[src/include/spq_pkg.sv]
// Purpose: shared constants for the serial configuration and fifo port
// Assumes: 8-bit register words, 5-bit register addresses
// Notes: host command registers sit on an apb slave inside the host end
package spq_pkg;
  // device register map, page 0
  localparam logic [4:0] REG_MAIN_CHIP_MODE = 5'H00;
  localparam logic [4:0] REG_DATA_MODE = 5'H01;
  localparam logic [4:0] REG_INTERRUPT_CONFIG_FIRST = 5'H0C;
  localparam logic [4:0] REG_RECEIVE_CONFIG_FIRST = 5'H10;
  localparam logic [4:0] REG_SYNC_PATTERN_CONFIG_FIRST = 5'H16;
  localparam logic [4:0] REG_TRANSMIT_CONFIG = 5'H1A;
  localparam logic [4:0] REG_OSCILLATOR_CLOCK_OUT_CONFIG = 5'H1B;
  localparam logic [4:0] REG_PACKET_LENGTH_CONFIG = 5'H1C;
  localparam logic [4:0] REG_PAGE_AND_FIFO_CONFIG = 5'H1F;
  localparam int REG_COUNT = 32;
  localparam int PAGE1_COUNT = 2;
  // reset values
  localparam logic [7:0] CFG_RST = 8'H00;
  localparam logic [7:0] DATA_MODE_RST = 8'H24;
  // field positions
  localparam int CHIP_MODE_LSB = 5;
  localparam int DATA_MODE_LSB = 6;
  localparam int FIFO_READ_DIRECTION_BIT = 6;
  localparam int PAGE_SELECT_BIT = 0;
  localparam int CMD_RW_BIT = 6;
  localparam int CMD_ADDR_LSB = 1;
  // field codes
  localparam logic [2:0] CHIP_MODE_RECEIVE = 3'H3;
  localparam logic [1:0] DATA_MODE_CONTINUOUS = 2'H0;
  localparam int FIFO_DEPTH_DEF = 64;
  // timing
  localparam int CLK_PERIOD_NS = 50;
  localparam int SCK_PERIOD_NS = 400;
  localparam int SCK_HALF_CYC = SCK_PERIOD_NS / (2 * CLK_PERIOD_NS);
  // host apb registers
  localparam logic [7:0] HOST_CMD_OFF = 8'H00;
  localparam logic [7:0] HOST_STATUS_OFF = 8'H04;
  localparam int HCMD_FIFO_BIT = 8;
  localparam int HCMD_HOLD_BIT = 9;
  localparam int HSTAT_BUSY_BIT = 0;
  localparam int HSTAT_HOST_INTERRUPT_ZERO_BIT = 16;
  localparam int HSTAT_HOST_INTERRUPT_ONE_BIT = 17;
  localparam int HSTAT_RX_LSB = 8;
endpackage : spq_pkg

[src/include/spq_if.sv]
// Purpose: serial link between host master and device slave
// Assumes: host drives clock and both selects
// Notes: all signals are single-driver, no two-way pins
`timescale 1ns/1ps
interface spq_if;
  logic sck;
  logic serial_in;
  logic serial_out;
  logic config_select_n;
  logic fifo_select_n;
  logic host_interrupt_zero;
  logic host_interrupt_one;
  modport dev (
    input sck,
    input serial_in,
    input config_select_n,
    input fifo_select_n,
    output serial_out,
    output host_interrupt_zero,
    output host_interrupt_one
  );
  modport host (
    output sck,
    output serial_in,
    output config_select_n,
    output fifo_select_n,
    input serial_out,
    input host_interrupt_zero,
    input host_interrupt_one
  );
endinterface : spq_if

[src/core/spq_shift.sv]
// Purpose: 8-bit full-duplex byte shifter with bit counter
// Assumes: rise and fall are one-cycle edge pulses on pclk
// Notes: no shift at a byte boundary so a freshly loaded byte keeps its msb
`timescale 1ns/1ps
module spq_shift (
  input wire logic pclk,
  input wire logic presetn,
  input wire logic clear,
  input wire logic rise,
  input wire logic fall,
  input wire logic sample,
  input wire logic load,
  input wire logic [7:0] load_data,
  output logic tx_bit,
  output logic [7:0] rx_byte,
  output logic done
);
  import spq_pkg::*;
  logic [2:0] cnt_q;
  logic [7:0] tx_q;
  logic [7:0] rx_q;
  logic done_q;
  wire at_boundary = (cnt_q == 3'H0);

  always_ff @(posedge pclk or negedge presetn) begin
    if (!presetn) begin
      cnt_q <= 3'H0;
      rx_q <= 8'H00;
      done_q <= 1'b0;
    end else if (clear) begin
      cnt_q <= 3'H0;
      done_q <= 1'b0;
    end else if (rise) begin
      rx_q <= {rx_q[6:0], sample};
      cnt_q <= cnt_q + 3'H1;
      done_q <= (cnt_q == 3'H7);
    end else begin
      done_q <= 1'b0;
    end
  end

  always_ff @(posedge pclk or negedge presetn) begin
    if (!presetn) begin
      tx_q <= 8'H00;
    end else if (load) begin
      tx_q <= load_data;
    end else if (fall && !at_boundary) begin
      tx_q <= {tx_q[6:0], 1'b0};
    end
  end

  assign tx_bit = tx_q[7];
  assign rx_byte = rx_q;
  assign done = done_q;
endmodule : spq_shift

[src/core/spq_dev.sv]
// Purpose: device end of the serial configuration and fifo port
// Assumes: link pins come from the host domain and are resynchronised
// Notes: fifo direction follows chip mode or the read-direction bit
//
// Chosen here: no APB slave port; registers are reached over the serial link.
`timescale 1ns/1ps
module spq_dev #(
  parameter int FIFO_DEPTH = spq_pkg::FIFO_DEPTH_DEF
) (
  input wire logic pclk,
  input wire logic presetn,
  spq_if.dev link,
  input wire logic radio_wr_valid,
  input wire logic [7:0] radio_wr_data,
  output logic radio_wr_ready,
  input wire logic radio_rd_ready,
  output logic radio_rd_valid,
  output logic [7:0] radio_rd_data,
  output logic [2:0] chip_mode,
  output logic [1:0] data_mode
);
  import spq_pkg::*;
  localparam int AW = $clog2(FIFO_DEPTH);
  localparam logic [AW:0] DEPTH_W = (AW + 1)'(FIFO_DEPTH);
  localparam logic [AW-1:0] LAST_W = AW'(FIFO_DEPTH - 1);

  // two-flop synchronisers: {config_select_n, fifo_select_n, sck, serial_in}
  logic [3:0] meta_q;
  logic [3:0] sync_q;
  logic sck_prev_q;
  logic cfg_prev_q;
  logic fifo_prev_q;
  logic cfg_act;
  logic fifo_act;

  always_ff @(posedge pclk or negedge presetn) begin
    if (!presetn) begin
      meta_q <= 4'HC;
      sync_q <= 4'HC;
      sck_prev_q <= 1'b0;
      cfg_prev_q <= 1'b0;
      fifo_prev_q <= 1'b0;
    end else begin
      meta_q <= {link.config_select_n, link.fifo_select_n, link.sck, link.serial_in};
      sync_q <= meta_q;
      sck_prev_q <= sync_q[1];
      cfg_prev_q <= cfg_act;
      fifo_prev_q <= fifo_act;
    end
  end

  wire cfg_n_s = sync_q[3];
  wire fifo_n_s = sync_q[2];
  wire sck_s = sync_q[1];
  wire sin_s = sync_q[0];
  wire sck_rise = sck_s & ~sck_prev_q;
  wire sck_fall = ~sck_s & sck_prev_q;

  // configuration storage
  logic [7:0] regs_q [REG_COUNT];
  logic [7:0] page1_q [PAGE1_COUNT];
  logic expect_addr_q;
  logic [4:0] addr_q;

  assign chip_mode = regs_q[REG_MAIN_CHIP_MODE][CHIP_MODE_LSB +: 3];
  assign data_mode = regs_q[REG_DATA_MODE][DATA_MODE_LSB +: 2];
  wire page1 = regs_q[REG_PAGE_AND_FIFO_CONFIG][PAGE_SELECT_BIT];
  wire rd_dir = regs_q[REG_PAGE_AND_FIFO_CONFIG][FIFO_READ_DIRECTION_BIT]
                | (chip_mode == CHIP_MODE_RECEIVE);
  wire fifo_mode = (data_mode != DATA_MODE_CONTINUOUS);

  assign cfg_act = ~cfg_n_s;
  // fifo port needs buffered or packet mode
  assign fifo_act = cfg_n_s & ~fifo_n_s & fifo_mode;
  wire sel_act = cfg_act | fifo_act;
  wire cfg_start = cfg_act & ~cfg_prev_q;
  wire cfg_end = ~cfg_act & cfg_prev_q;
  wire fifo_start = fifo_act & ~fifo_prev_q;

  logic byte_done;
  logic [7:0] rx_byte;
  logic tx_bit;
  wire cfg_done = byte_done & cfg_act;
  wire fifo_done = byte_done & fifo_act;

  // command decode
  wire cmd_read = rx_byte[CMD_RW_BIT];
  wire [4:0] cmd_addr = rx_byte[CMD_ADDR_LSB +: 5];
  wire [7:0] page0_rd = regs_q[cmd_addr];
  wire [7:0] page1_rd = (cmd_addr < 5'(PAGE1_COUNT)) ? page1_q[cmd_addr[0]] : 8'H00;
  wire [7:0] cfg_rd = page1 ? page1_rd : page0_rd;
  wire cfg_is_cmd = cfg_done & expect_addr_q;
  wire cfg_is_data = cfg_done & ~expect_addr_q;
  wire cfg_read = cfg_is_cmd & cmd_read;

  // fifo storage
  logic [7:0] fifo_q [FIFO_DEPTH];
  logic [AW-1:0] wr_ptr_q;
  logic [AW-1:0] rd_ptr_q;
  logic [AW:0] count_q;
  wire fifo_empty = (count_q == '0);
  wire fifo_full = (count_q == DEPTH_W);
  wire [7:0] fifo_head = fifo_q[rd_ptr_q];

  wire host_wr = fifo_done & ~rd_dir & ~fifo_full;
  wire host_rd = fifo_done & rd_dir & ~fifo_empty;
  wire radio_wr = radio_wr_valid & rd_dir & ~fifo_full;
  wire radio_rd = radio_rd_ready & ~rd_dir & ~fifo_empty;
  wire fifo_wr = host_wr | radio_wr;
  wire fifo_rd = host_rd | radio_rd;
  wire [7:0] fifo_wdata = host_wr ? rx_byte : radio_wr_data;

  // reply byte for the next transfer
  // config read data rides the following byte; the fifo head rides the fifo byte it is loaded for
  wire load_w = cfg_start | fifo_start | cfg_done;
  wire [7:0] load_byte = fifo_start ? (rd_dir ? fifo_head : 8'H00)
                         : (cfg_read ? cfg_rd : 8'H00);

  spq_shift u_shift (
    .pclk(pclk),
    .presetn(presetn),
    .clear(~sel_act),
    .rise(sck_rise),
    .fall(sck_fall),
    .sample(sin_s),
    .load(load_w),
    .load_data(load_byte),
    .tx_bit(tx_bit),
    .rx_byte(rx_byte),
    .done(byte_done)
  );

  always_ff @(posedge pclk or negedge presetn) begin
    if (!presetn) begin
      expect_addr_q <= 1'b1;
      addr_q <= 5'H00;
    end else if (cfg_end) begin
      expect_addr_q <= 1'b1;
    // command byte holds rw and address
    end else if (cfg_is_cmd) begin
      addr_q <= cmd_addr;
      expect_addr_q <= cmd_read;
    end else if (cfg_is_data) begin
      expect_addr_q <= 1'b1;
    end
  end

  always_ff @(posedge pclk or negedge presetn) begin
    if (!presetn) begin
      for (int i = 0; i < REG_COUNT; i++) begin
        regs_q[i] <= CFG_RST;
      end
      regs_q[REG_DATA_MODE] <= DATA_MODE_RST;
      page1_q[0] <= CFG_RST;
      page1_q[1] <= CFG_RST;
    end else if (cfg_is_data) begin
      if (!page1) begin
        regs_q[addr_q] <= rx_byte;
      end else if (addr_q < 5'(PAGE1_COUNT)) begin
        page1_q[addr_q[0]] <= rx_byte;
      end
    end
  end

  always_ff @(posedge pclk) begin
    if (fifo_wr) begin
      fifo_q[wr_ptr_q] <= fifo_wdata;
    end
  end

  always_ff @(posedge pclk or negedge presetn) begin
    if (!presetn) begin
      wr_ptr_q <= '0;
      rd_ptr_q <= '0;
      count_q <= '0;
    end else begin
      if (fifo_wr) begin
        wr_ptr_q <= (wr_ptr_q == LAST_W) ? '0 : wr_ptr_q + 1'b1;
      end
      if (fifo_rd) begin
        rd_ptr_q <= (rd_ptr_q == LAST_W) ? '0 : rd_ptr_q + 1'b1;
      end
      if (fifo_wr && !fifo_rd) begin
        count_q <= count_q + 1'b1;
      end else if (fifo_rd && !fifo_wr) begin
        count_q <= count_q - 1'b1;
      end
    end
  end

  logic host_interrupt_zero_q;
  logic host_interrupt_one_q;
  always_ff @(posedge pclk or negedge presetn) begin
    if (!presetn) begin
      host_interrupt_zero_q <= 1'b0;
      host_interrupt_one_q <= 1'b0;
    end else begin
      host_interrupt_zero_q <= ~fifo_empty;
      host_interrupt_one_q <= fifo_full;
    end
  end

  assign link.serial_out = tx_bit;
  assign link.host_interrupt_zero = host_interrupt_zero_q;
  assign link.host_interrupt_one = host_interrupt_one_q;
  assign radio_wr_ready = rd_dir & ~fifo_full;
  assign radio_rd_valid = ~rd_dir & ~fifo_empty;
  assign radio_rd_data = fifo_head;
endmodule : spq_dev

[src/flat_wrapper.sv]
// flat-port wrapper written by rule: the top's interface ports become plain ports
module spq_dev_flat import spq_pkg::*;
#(
  parameter int FIFO_DEPTH = spq_pkg::FIFO_DEPTH_DEF
)
  (pclk, presetn, radio_wr_valid, radio_wr_data, radio_wr_ready, radio_rd_ready, radio_rd_valid, radio_rd_data, chip_mode, data_mode, link_sck, link_serial_in, link_config_select_n, link_fifo_select_n, link_serial_out, link_host_interrupt_zero, link_host_interrupt_one);
  spq_if link_i ();
  input wire logic pclk;
  input wire logic presetn;
  input wire logic radio_wr_valid;
  input wire logic [7:0] radio_wr_data;
  output logic radio_wr_ready;
  input wire logic radio_rd_ready;
  output logic radio_rd_valid;
  output logic [7:0] radio_rd_data;
  output logic [2:0] chip_mode;
  output logic [1:0] data_mode;
  input wire logic [$bits(link_i.sck)-1:0] link_sck;
  input wire logic [$bits(link_i.serial_in)-1:0] link_serial_in;
  input wire logic [$bits(link_i.config_select_n)-1:0] link_config_select_n;
  input wire logic [$bits(link_i.fifo_select_n)-1:0] link_fifo_select_n;
  output wire logic [$bits(link_i.serial_out)-1:0] link_serial_out;
  output wire logic [$bits(link_i.host_interrupt_zero)-1:0] link_host_interrupt_zero;
  output wire logic [$bits(link_i.host_interrupt_one)-1:0] link_host_interrupt_one;
  assign link_i.sck = link_sck;
  assign link_i.serial_in = link_serial_in;
  assign link_i.config_select_n = link_config_select_n;
  assign link_i.fifo_select_n = link_fifo_select_n;
  assign link_serial_out = link_i.serial_out;
  assign link_host_interrupt_zero = link_i.host_interrupt_zero;
  assign link_host_interrupt_one = link_i.host_interrupt_one;
  spq_dev #(.FIFO_DEPTH(FIFO_DEPTH)) u_core (.pclk(pclk), .presetn(presetn), .link(link_i), .radio_wr_valid(radio_wr_valid), .radio_wr_data(radio_wr_data), .radio_wr_ready(radio_wr_ready), .radio_rd_ready(radio_rd_ready), .radio_rd_valid(radio_rd_valid), .radio_rd_data(radio_rd_data), .chip_mode(chip_mode), .data_mode(data_mode));
endmodule
[config.mk]
export PLATFORM = sky130hd
export DESIGN_NAME = spq_dev_flat
export DESIGN_NICKNAME = d
export VERILOG_FILES = /design/src/include/spq_pkg.sv /design/src/include/spq_if.sv /design/src/core/spq_shift.sv /design/src/core/spq_dev.sv /design/src/flat_wrapper.sv
export SDC_FILE = /design/constraint.sdc
export NUM_CORES = 1
export LEC_CHECK = 0
export ABC_AREA = 1
export BUFFER_PORTS_ARGS = -buffer_cell sky130_fd_sc_hd__buf_4
export CORE_MARGIN = 2
export CORE_UTILIZATION = 58
export DETAILED_ROUTE_END_ITERATION = 12
export PLACE_DENSITY_LB_ADDON = 0.1
export SETUP_SLACK_MARGIN = 0.1
export SYNTH_ARGS = -nofsm -noshare
export SYNTH_HDL_FRONTEND = slang
export SYNTH_SLANG_ARGS = --single-unit
export TNS_END_PERCENT = 100
[constraint.sdc]
create_clock -name pclk -period 7.6 [get_ports pclk]
set_clock_uncertainty 0.15 [all_clocks]
set_input_delay 0.76 -clock pclk [delete_from_list [all_inputs] [get_ports pclk]]
set_output_delay 0.76 -clock pclk [all_outputs]
set_load 0.01 [all_outputs]
==> metrics.cfg, run 1 <==
[cells_and_area]
fin_nets=3942
final_layout_size_suffix_gt1_share_pct=6.78
synthToLayoutAreaGrowth_pct=9.37
instances_no_fill=4829
fill_cells=5324
fin_area_um2=40800

[global_routing]
grt_max_degree=197
grt_antenna_before_repair=1
grt_pass1_vias=25600
grt_overflow_total=0
grt_pass1_wl_mm=150
globalRouteTotalUtil_pct=29.1

[clock_network]
cts_resized=0
clkLatencyLatePin_ns=0.64
post_cts_buffers=0
htree_levels=3
numCtsBuffers=87
cts_hold_buf=1
clkSinkCount=842
root_buffer=clkbuf_16
cts_tree=done
clk_pin_slew_ns=0.06
clockBufferDepth=3

[yosys]
yosys_warnings=0
avgSynthCellArea_um2=9.35
synth.cell_area_um2=37300
synth_common_cells=nand2_1 (1,256), edfxtp_1 (512), nor2_1 (416)
async_flop_share_pct=39.2
yosys-top-cells-area=edfxtp_1 (41%), dfrtp_1 (22%), nand2_1 (13%)
ys_seq_area_share_pct=63.4
synth_most_common_cell=nand2_1
ys_types=38
synth-edff-count=512
syn_nets=4016
synth_area_leader_cell=edfxtp_1
synth_top_flop_cell=edfxtp_1
ys_seq_elements=842
synthCells=3987
synth_top_area_share_pct=41.2

[routing]
dr_wl_met3_mm=9.55
wl_met1_mm=43.4
routedWlPerCell_um=19.9
drtIter0Drc=3071
routed.top_layer=met4
drc=0
vias=27300
postRouteAntennaNets=0
wl_mm=96.2
vias_per_cell=5.65
wl_met2_mm=41.1
dr.pass1.iters=7

[timing]
hold_viol=0
fin_crit_ns=5.14
tns_ns=0
worstMarginPinSlew_ns=1.12
drv_slew=0
finalCritPeriodShare_pct=67.7
max_slew_margin_pct=25.4
fmax_mhz=194
grt_setup_unrepaired=false
fin_ws_ns=2.46
finalSetupViolCount=0

[floorplanning]
die-height_um=258
ios=34
fp.dieW_um=258
die_area_um2=66300
start_util_pct=58.9
row_count=92
core_region_area_um2=63300

[status]
status=finished clean

[power_and_ir_drop]
p_leak_nw=17.0
clkPwrFrac_pct=34.2
p_per_area_nw_per_um2=312
p_int_mw=8.36
p_total_mw=12.7
ir_drop_mv=0.249
pwr-share-seq_pct=40.1
power.net_switching_mw=4.35
p_comb_share_pct=25.7
netSwitchingFraction_pct=34.2

[place]
gp_congestion=0.892
post_dp_cell_area_um2=37900
dp_hpwl_mm=56.1
dp.cells=4669
dp_slack_ns=3.17
numPortBuffers=33

[critical_path]
rrSetupSlack_ns=3.22
arrival_ns=4.23
cp-start-kind=register
crit_chain=inv_6 > buf_4 > nand2_1 > nand3_1 > nand2_1 > nand2_1 > nand2_1 > inv_1 > nand2_1 > nand2_1 > nand2_1 > inv_1 > nand2_1 > buf_4
setup.worst_path.end=radio_rd_data[6]
crit_family=buffers and inverters
required_ns=6.69
cp.depth=14
cp_common_cell=nand2_1
cp-startpoint=u_core.rd_ptr_q[0]
worstRegToRegCells=8
regToRegEndpoint=u_core.fifo_q[59][1]
r2r_start=u_core.sync_q[3]
end_kind=primary output
crit_fanout=136
crit_buf_inv=5
slowest_stage=inv_6
slowest_delay_ns=0.82
critPathKind=register to primary output

[flow_run]
max_cap_viol_count=0

[worst_hold_path]
hold_class=input port to register

[through the flow]
stage	utilization, %	hold slack, ns
final	64.4	0.0854
after global routing	64.4	0.0708
after CTS	64.4	0.0631
after detailed placement	59.8	0.186
after global placement	59.8	0.194
after floorplan	-	0.181
[registers in the layout, indices dropped and copies added (netlist names), 5 cells and up]
signal / cells
u_core.addr_q: 5
u_core.count_q: 7
u_core.fifo_q: 512
u_core.page1_q: 16
u_core.rd_ptr_q: 6
u_core.regs_q: 250
u_core.u_shift.rx_byte: 8
u_core.u_shift.tx_q: 8
u_core.wr_ptr_q: 6
[cell families after synthesis]
logic type / synth area share, %
compound gates: 6.89
xor+xnor: 0.235
fa+ha+maj: 0.456
buf+inv: 5.87
flops: 63.4
simple gates: 23.1
[how the worst min path moves through the flow]
stage | from | depth (start not counted) | slack (ns) | endpoint
6_report | link_sck | 1 | 0.09 | u_core.meta_q[1]
5_1_grt | link_config_select_n | 1 | 0.07 | u_core.meta_q[3]
4_1_cts | link_sck | 1 | 0.06 | u_core.meta_q[1]
3_5_place_dp | u_core.meta_q[1] | 0 | 0.19 | u_core.sync_q[1]
3_3_place_gp | u_core.meta_q[1] | 0 | 0.19 | u_core.sync_q[1]
2_1_floorplan | u_core.meta_q[0] | 0 | 0.18 | u_core.sync_q[0]
[cells in the final DEF, fill, tap and decap left out, types with 8 or more instances in the layout]
cell type and n:
nand2_1 1256, buf_4 66, clkbuf_16 89, nand3_1 378, clkbuf_8 10, nand2_2 15
dfrtp_1 319, or2_2 9, edfxtp_1 512, xor2_1 9, nor2_1 416, clkbuf_1 21
bufinv_16 10, clkinv_1 14, inv_1 268, o21ai_4 8, o21ai_0 346, clkinv_2 11
ha_1 12, a21oi_1 43, o21ai_1 99
[power groups by stage]
stage,Clock (mW),Sequential (mW),Combinational [mW]
6_report,4.35,5.10,3.26
5_1_grt,4.58,5.11,3.56
2_1_floorplan,0,5.04,2.15
3_3_place_gp,0,5.18,3.17
4_1_cts,4.40,5.09,3.20
3_5_place_dp,0,5.18,3.19
[worst register-to-register path, stage by stage (launching register included)]
cell,delay [ns]
dfstp_2,0.52
inv_2,0.07
nor3_4,0.22
nand2_1,0.24
nor2_1,0.20
nand2_2,0.36
nand2_1,0.71
nand4_2,0.66
nor2_1,0.87
[area by class of cell]
cell class,instances,area (um^2),share of cell area [%]
inverter,280,1060,2.61
antenna,1,2.50,0.00614
multi-input combinational,2632,11500,28.3
sequential,842,23700,58.0
clock buffer,121,2450,6.01
tap,846,1060,2.60
timing repair buffer,70,561,1.37
clock inverter,37,443,1.09
[metal layers]
layer  track usage (%)  vias up
met5                 0        -
met4              7.56        0
met3              6.89      154
met2              41.3     1091
met1              45.2    13100
li1                  -    12900
No activity file was read; power rests on OpenSTA's default activity.
==> run 2, diff against run 1 <==
--- a/config.mk
+++ b/config.mk
@@ -8,7 +8,7 @@
 export ABC_AREA = 1
 export BUFFER_PORTS_ARGS = -buffer_cell sky130_fd_sc_hd__buf_4
 export CORE_MARGIN = 2
-export CORE_UTILIZATION = 58
+export CORE_UTILIZATION = 57
 export DETAILED_ROUTE_END_ITERATION = 12
 export PLACE_DENSITY_LB_ADDON = 0.1
 export SETUP_SLACK_MARGIN = 0.1
==> constraint.sdc (replaced) <==
create_clock -name pclk -period 4.5 [get_ports pclk]
set_clock_uncertainty 0.15 [all_clocks]
set_input_delay 0.45 -clock pclk [delete_from_list [all_inputs] [get_ports pclk]]
set_output_delay 0.45 -clock pclk [all_outputs]
set_load 0.01 [all_outputs]
==> run 2 against run 1 <==
Critical path depth down 4; flip-flop and latch count is the same; non-clock buffer count rose by 26; die area grew 1.7%; routed wire length down 1.8%; largest power group unchanged; total power increased by 71%; core utilization fell by 0.69 points; via count fell by 0.66%; worst setup slack lost 1.8 ns; first-iteration DRC count is 0.59% lower; global-route usage shrank 0.75 points.
==> metrics.cfg, run 2 (synthesis results as in run 1) <==
[routing]
postRouteAntennaNets=0  ; unchanged
vias_per_cell=5.57  ; -1.5%
wl_met2_mm=39.8  ; -3.2%
vias=27100  ; -0.66%
wl_met1_mm=43.5  ; +0.24%
dr_wl_met3_mm=8.69  ; -9.1%
routedWlPerCell_um=19.4  ; -2.6%
routed.top_layer=met4
wl_mm=94.4  ; -1.8%
drc=0  ; unchanged
drtIter0Drc=3053  ; -0.59%
dr.pass1.iters=6  ; -1

[power_and_ir_drop]
power.net_switching_mw=7.36  ; +69%
p_comb_share_pct=26.9  ; +1.2 points
pwr-share-seq_pct=39.0  ; -1.1 points
p_leak_nw=17.2  ; +1.1%
clkPwrFrac_pct=34.2  ; about the same
netSwitchingFraction_pct=33.9  ; -0.27 points
ir_drop_mv=0.347  ; +39%
p_total_mw=21.7  ; +71%
p_per_area_nw_per_um2=527  ; +69%
p_int_mw=14.3  ; +71%

[global_routing]
grt_overflow_total=0  ; unchanged
grt_pass1_vias=25100  ; -2.0%
grt_antenna_before_repair=1  ; unchanged
grt_max_degree=149  ; -24%
grt_pass1_wl_mm=146  ; -2.5%
globalRouteTotalUtil_pct=28.3  ; -0.75 points

[cells_and_area]
largestRegisters=u_core.fifo_q (512), u_core.regs_q (250), u_core.page1_q (16)
synthToLayoutAreaGrowth_pct=10.4
largest_reg_flops=512  ; unchanged
n_antenna_cell=0  ; -1
final_cell_mix=nand2_1 (1,256), edfxtp_1 (512), nor2_1 (416), nand3_1 (378), o21ai_0 (346)
final_layout_size_suffix_gt1_share_pct=7.37  ; +0.59 points
regArea_um2=23700  ; unchanged
fill_cells=5286  ; -0.71%
multi_input_comb_area_um2=11500  ; unchanged
fin_nets=3969  ; +0.68%
top_register=u_core.fifo_q
final_common_cell=nand2_1
fin_area_um2=41200  ; +0.92%

[floorplanning]
row_count=93  ; +1.1%
core_region_area_um2=64600  ; +2.0%
fp.dieW_um=260  ; +0.86%
die_area_um2=67500  ; +1.7%
ios=34  ; unchanged
start_util_pct=57.7  ; -1.2 points
die-height_um=260  ; +0.86%

[clock_network]
cts_hold_buf=5  ; +4
cts_tree=done
clkLatencyLatePin_ns=0.64  ; about the same
clockBufferDepth=3  ; unchanged
htree_levels=3  ; unchanged
post_cts_buffers=0  ; unchanged
cts_resized=0  ; unchanged
clkSinkCount=842  ; unchanged
clk_pin_slew_ns=0.06  ; about the same
root_buffer=clkbuf_16
numCtsBuffers=88  ; +1.1%

[critical_path]
end_kind=primary output
crit_chain=buf_4 > nor2_2 > buf_4 > nand2_1 > nand2_1 > nor2_1 > nand2_1 > nand3_1 > nand2_1 > buf_4
crit_buf_inv=3  ; -2
critPathKind=register to primary output
arrival_ns=3.27  ; -0.96 ns
r2r_start=u_core.sync_q[3]
crit_fanout=26  ; -81%
regToRegEndpoint=u_core.fifo_q[2][3]
worstRegToRegCells=9  ; +1
crit_family=simple AND/OR/NAND/NOR gates
rrSetupSlack_ns=1.05  ; -2.17 ns
cp.depth=10  ; -4
slowest_stage=nor2_2
cp_common_cell=nand2_1
required_ns=3.90  ; -2.79 ns
cp-start-kind=register
slowest_delay_ns=0.61  ; -0.21 ns

[place]
gp_congestion=0.874  ; -2.0%
numPortBuffers=33  ; unchanged
dp_hpwl_mm=57.3  ; +2.2%
post_dp_cell_area_um2=38200  ; +0.76%

[timing]
drv_slew=0  ; unchanged
hold_viol=0  ; unchanged
finalCritPeriodShare_pct=86.0
fmax_mhz=258
tns_ns=0  ; unchanged
max_slew_margin_pct=24.8  ; -0.51 points
grt_setup_unrepaired=false
worstMarginPinSlew_ns=1.12  ; +0.00338 ns
fin_crit_ns=3.87
finalSetupViolCount=0  ; unchanged

[worst_hold_path]
hold_end=u_core.fifo_q[52][1]
min-delay-start=radio_wr_data[1]
min_path_cells=3  ; +2
hold_class=input port to register

[status]
status=finished clean

[flow_run]
max_cap_viol_count=0  ; unchanged

==> run 2: changes by cell type in the layout (fill, tap and decap cells not counted), sizes merged <==
cell,change
clkinvlp,+1
dlygate4sd3,+4
clkinv,+11
bufinv,+2
buf,+22
inv,-1
diode,-1
clkbuf,-7
==> run 2: final cells by class <==
type,instances,share of cell area (%)
flip-flops and latches,842,57.5
multi-input cells,2632,28.1
clock buffers,114,5.82
well taps,855,2.60
inverters,280,2.59
repair buffers,96,2.13
clock inverters,50,1.33
==> run 2: metal layers <==
| layer | global-route usage (%) | vias up |
|---|---|---|
| li1 | - | 13000 |
| met1 | 44.1 | 13000 |
| met2 | 39.9 | 1000 |
| met5 | 0 | - |
| met3 | 6.50 | 158 |
| met4 | 7.82 | 0 |
==> run 2: worst reg2reg max path, delay by kind of cell, from the launching register on <==
kind | cells | cell delay, ns
buffers and inverters | 2 | 0.34
and+or+nand+nor | 7 | 2.08
DFF | 1 | 0.52
==> run 2: worst max-delay path by stage <==
stage                                 endpoint          startpoint
after detailed placement  u_core.fifo_q[18][4]    u_core.sync_q[3]
after global routing          radio_rd_data[0]  u_core.rd_ptr_q[2]
after floorplan            u_core.fifo_q[0][0]    u_core.sync_q[3]
after CTS                     radio_rd_data[6]  u_core.rd_ptr_q[2]
after global placement       u_core.count_q[6]    u_core.sync_q[3]
final                         radio_rd_data[0]  u_core.rd_ptr_q[2]
==> run 2: stage by stage <==
step / hold slack [ns] / cells / worst slack, ns / utilization [%]
2_1_floorplan: 0.00441 / 3987 / -0.167 / -
4_1_cts: 0.116 / 4869 / 0.670 / 63.7
3_5_place_dp: 0.199 / 4700 / 1.06 / 59.1
6_report: 0.155 / 4869 / 0.629 / 63.7
5_1_grt: 0.145 / 4869 / 0.473 / 63.7
3_3_place_gp: 0.199 / 4700 / 1.12 / 59.1
==> run 2: power by group through the flow <==
stage          logic [mW]  clock network, mW  registers [mW]
2_1_floorplan        3.63                  0            8.52
3_3_place_gp         5.71                  0            8.59
3_5_place_dp         5.70                  0            8.60
4_1_cts              5.73               7.52            8.44
5_1_grt              6.34               7.82            8.45
6_report             5.83               7.41            8.45
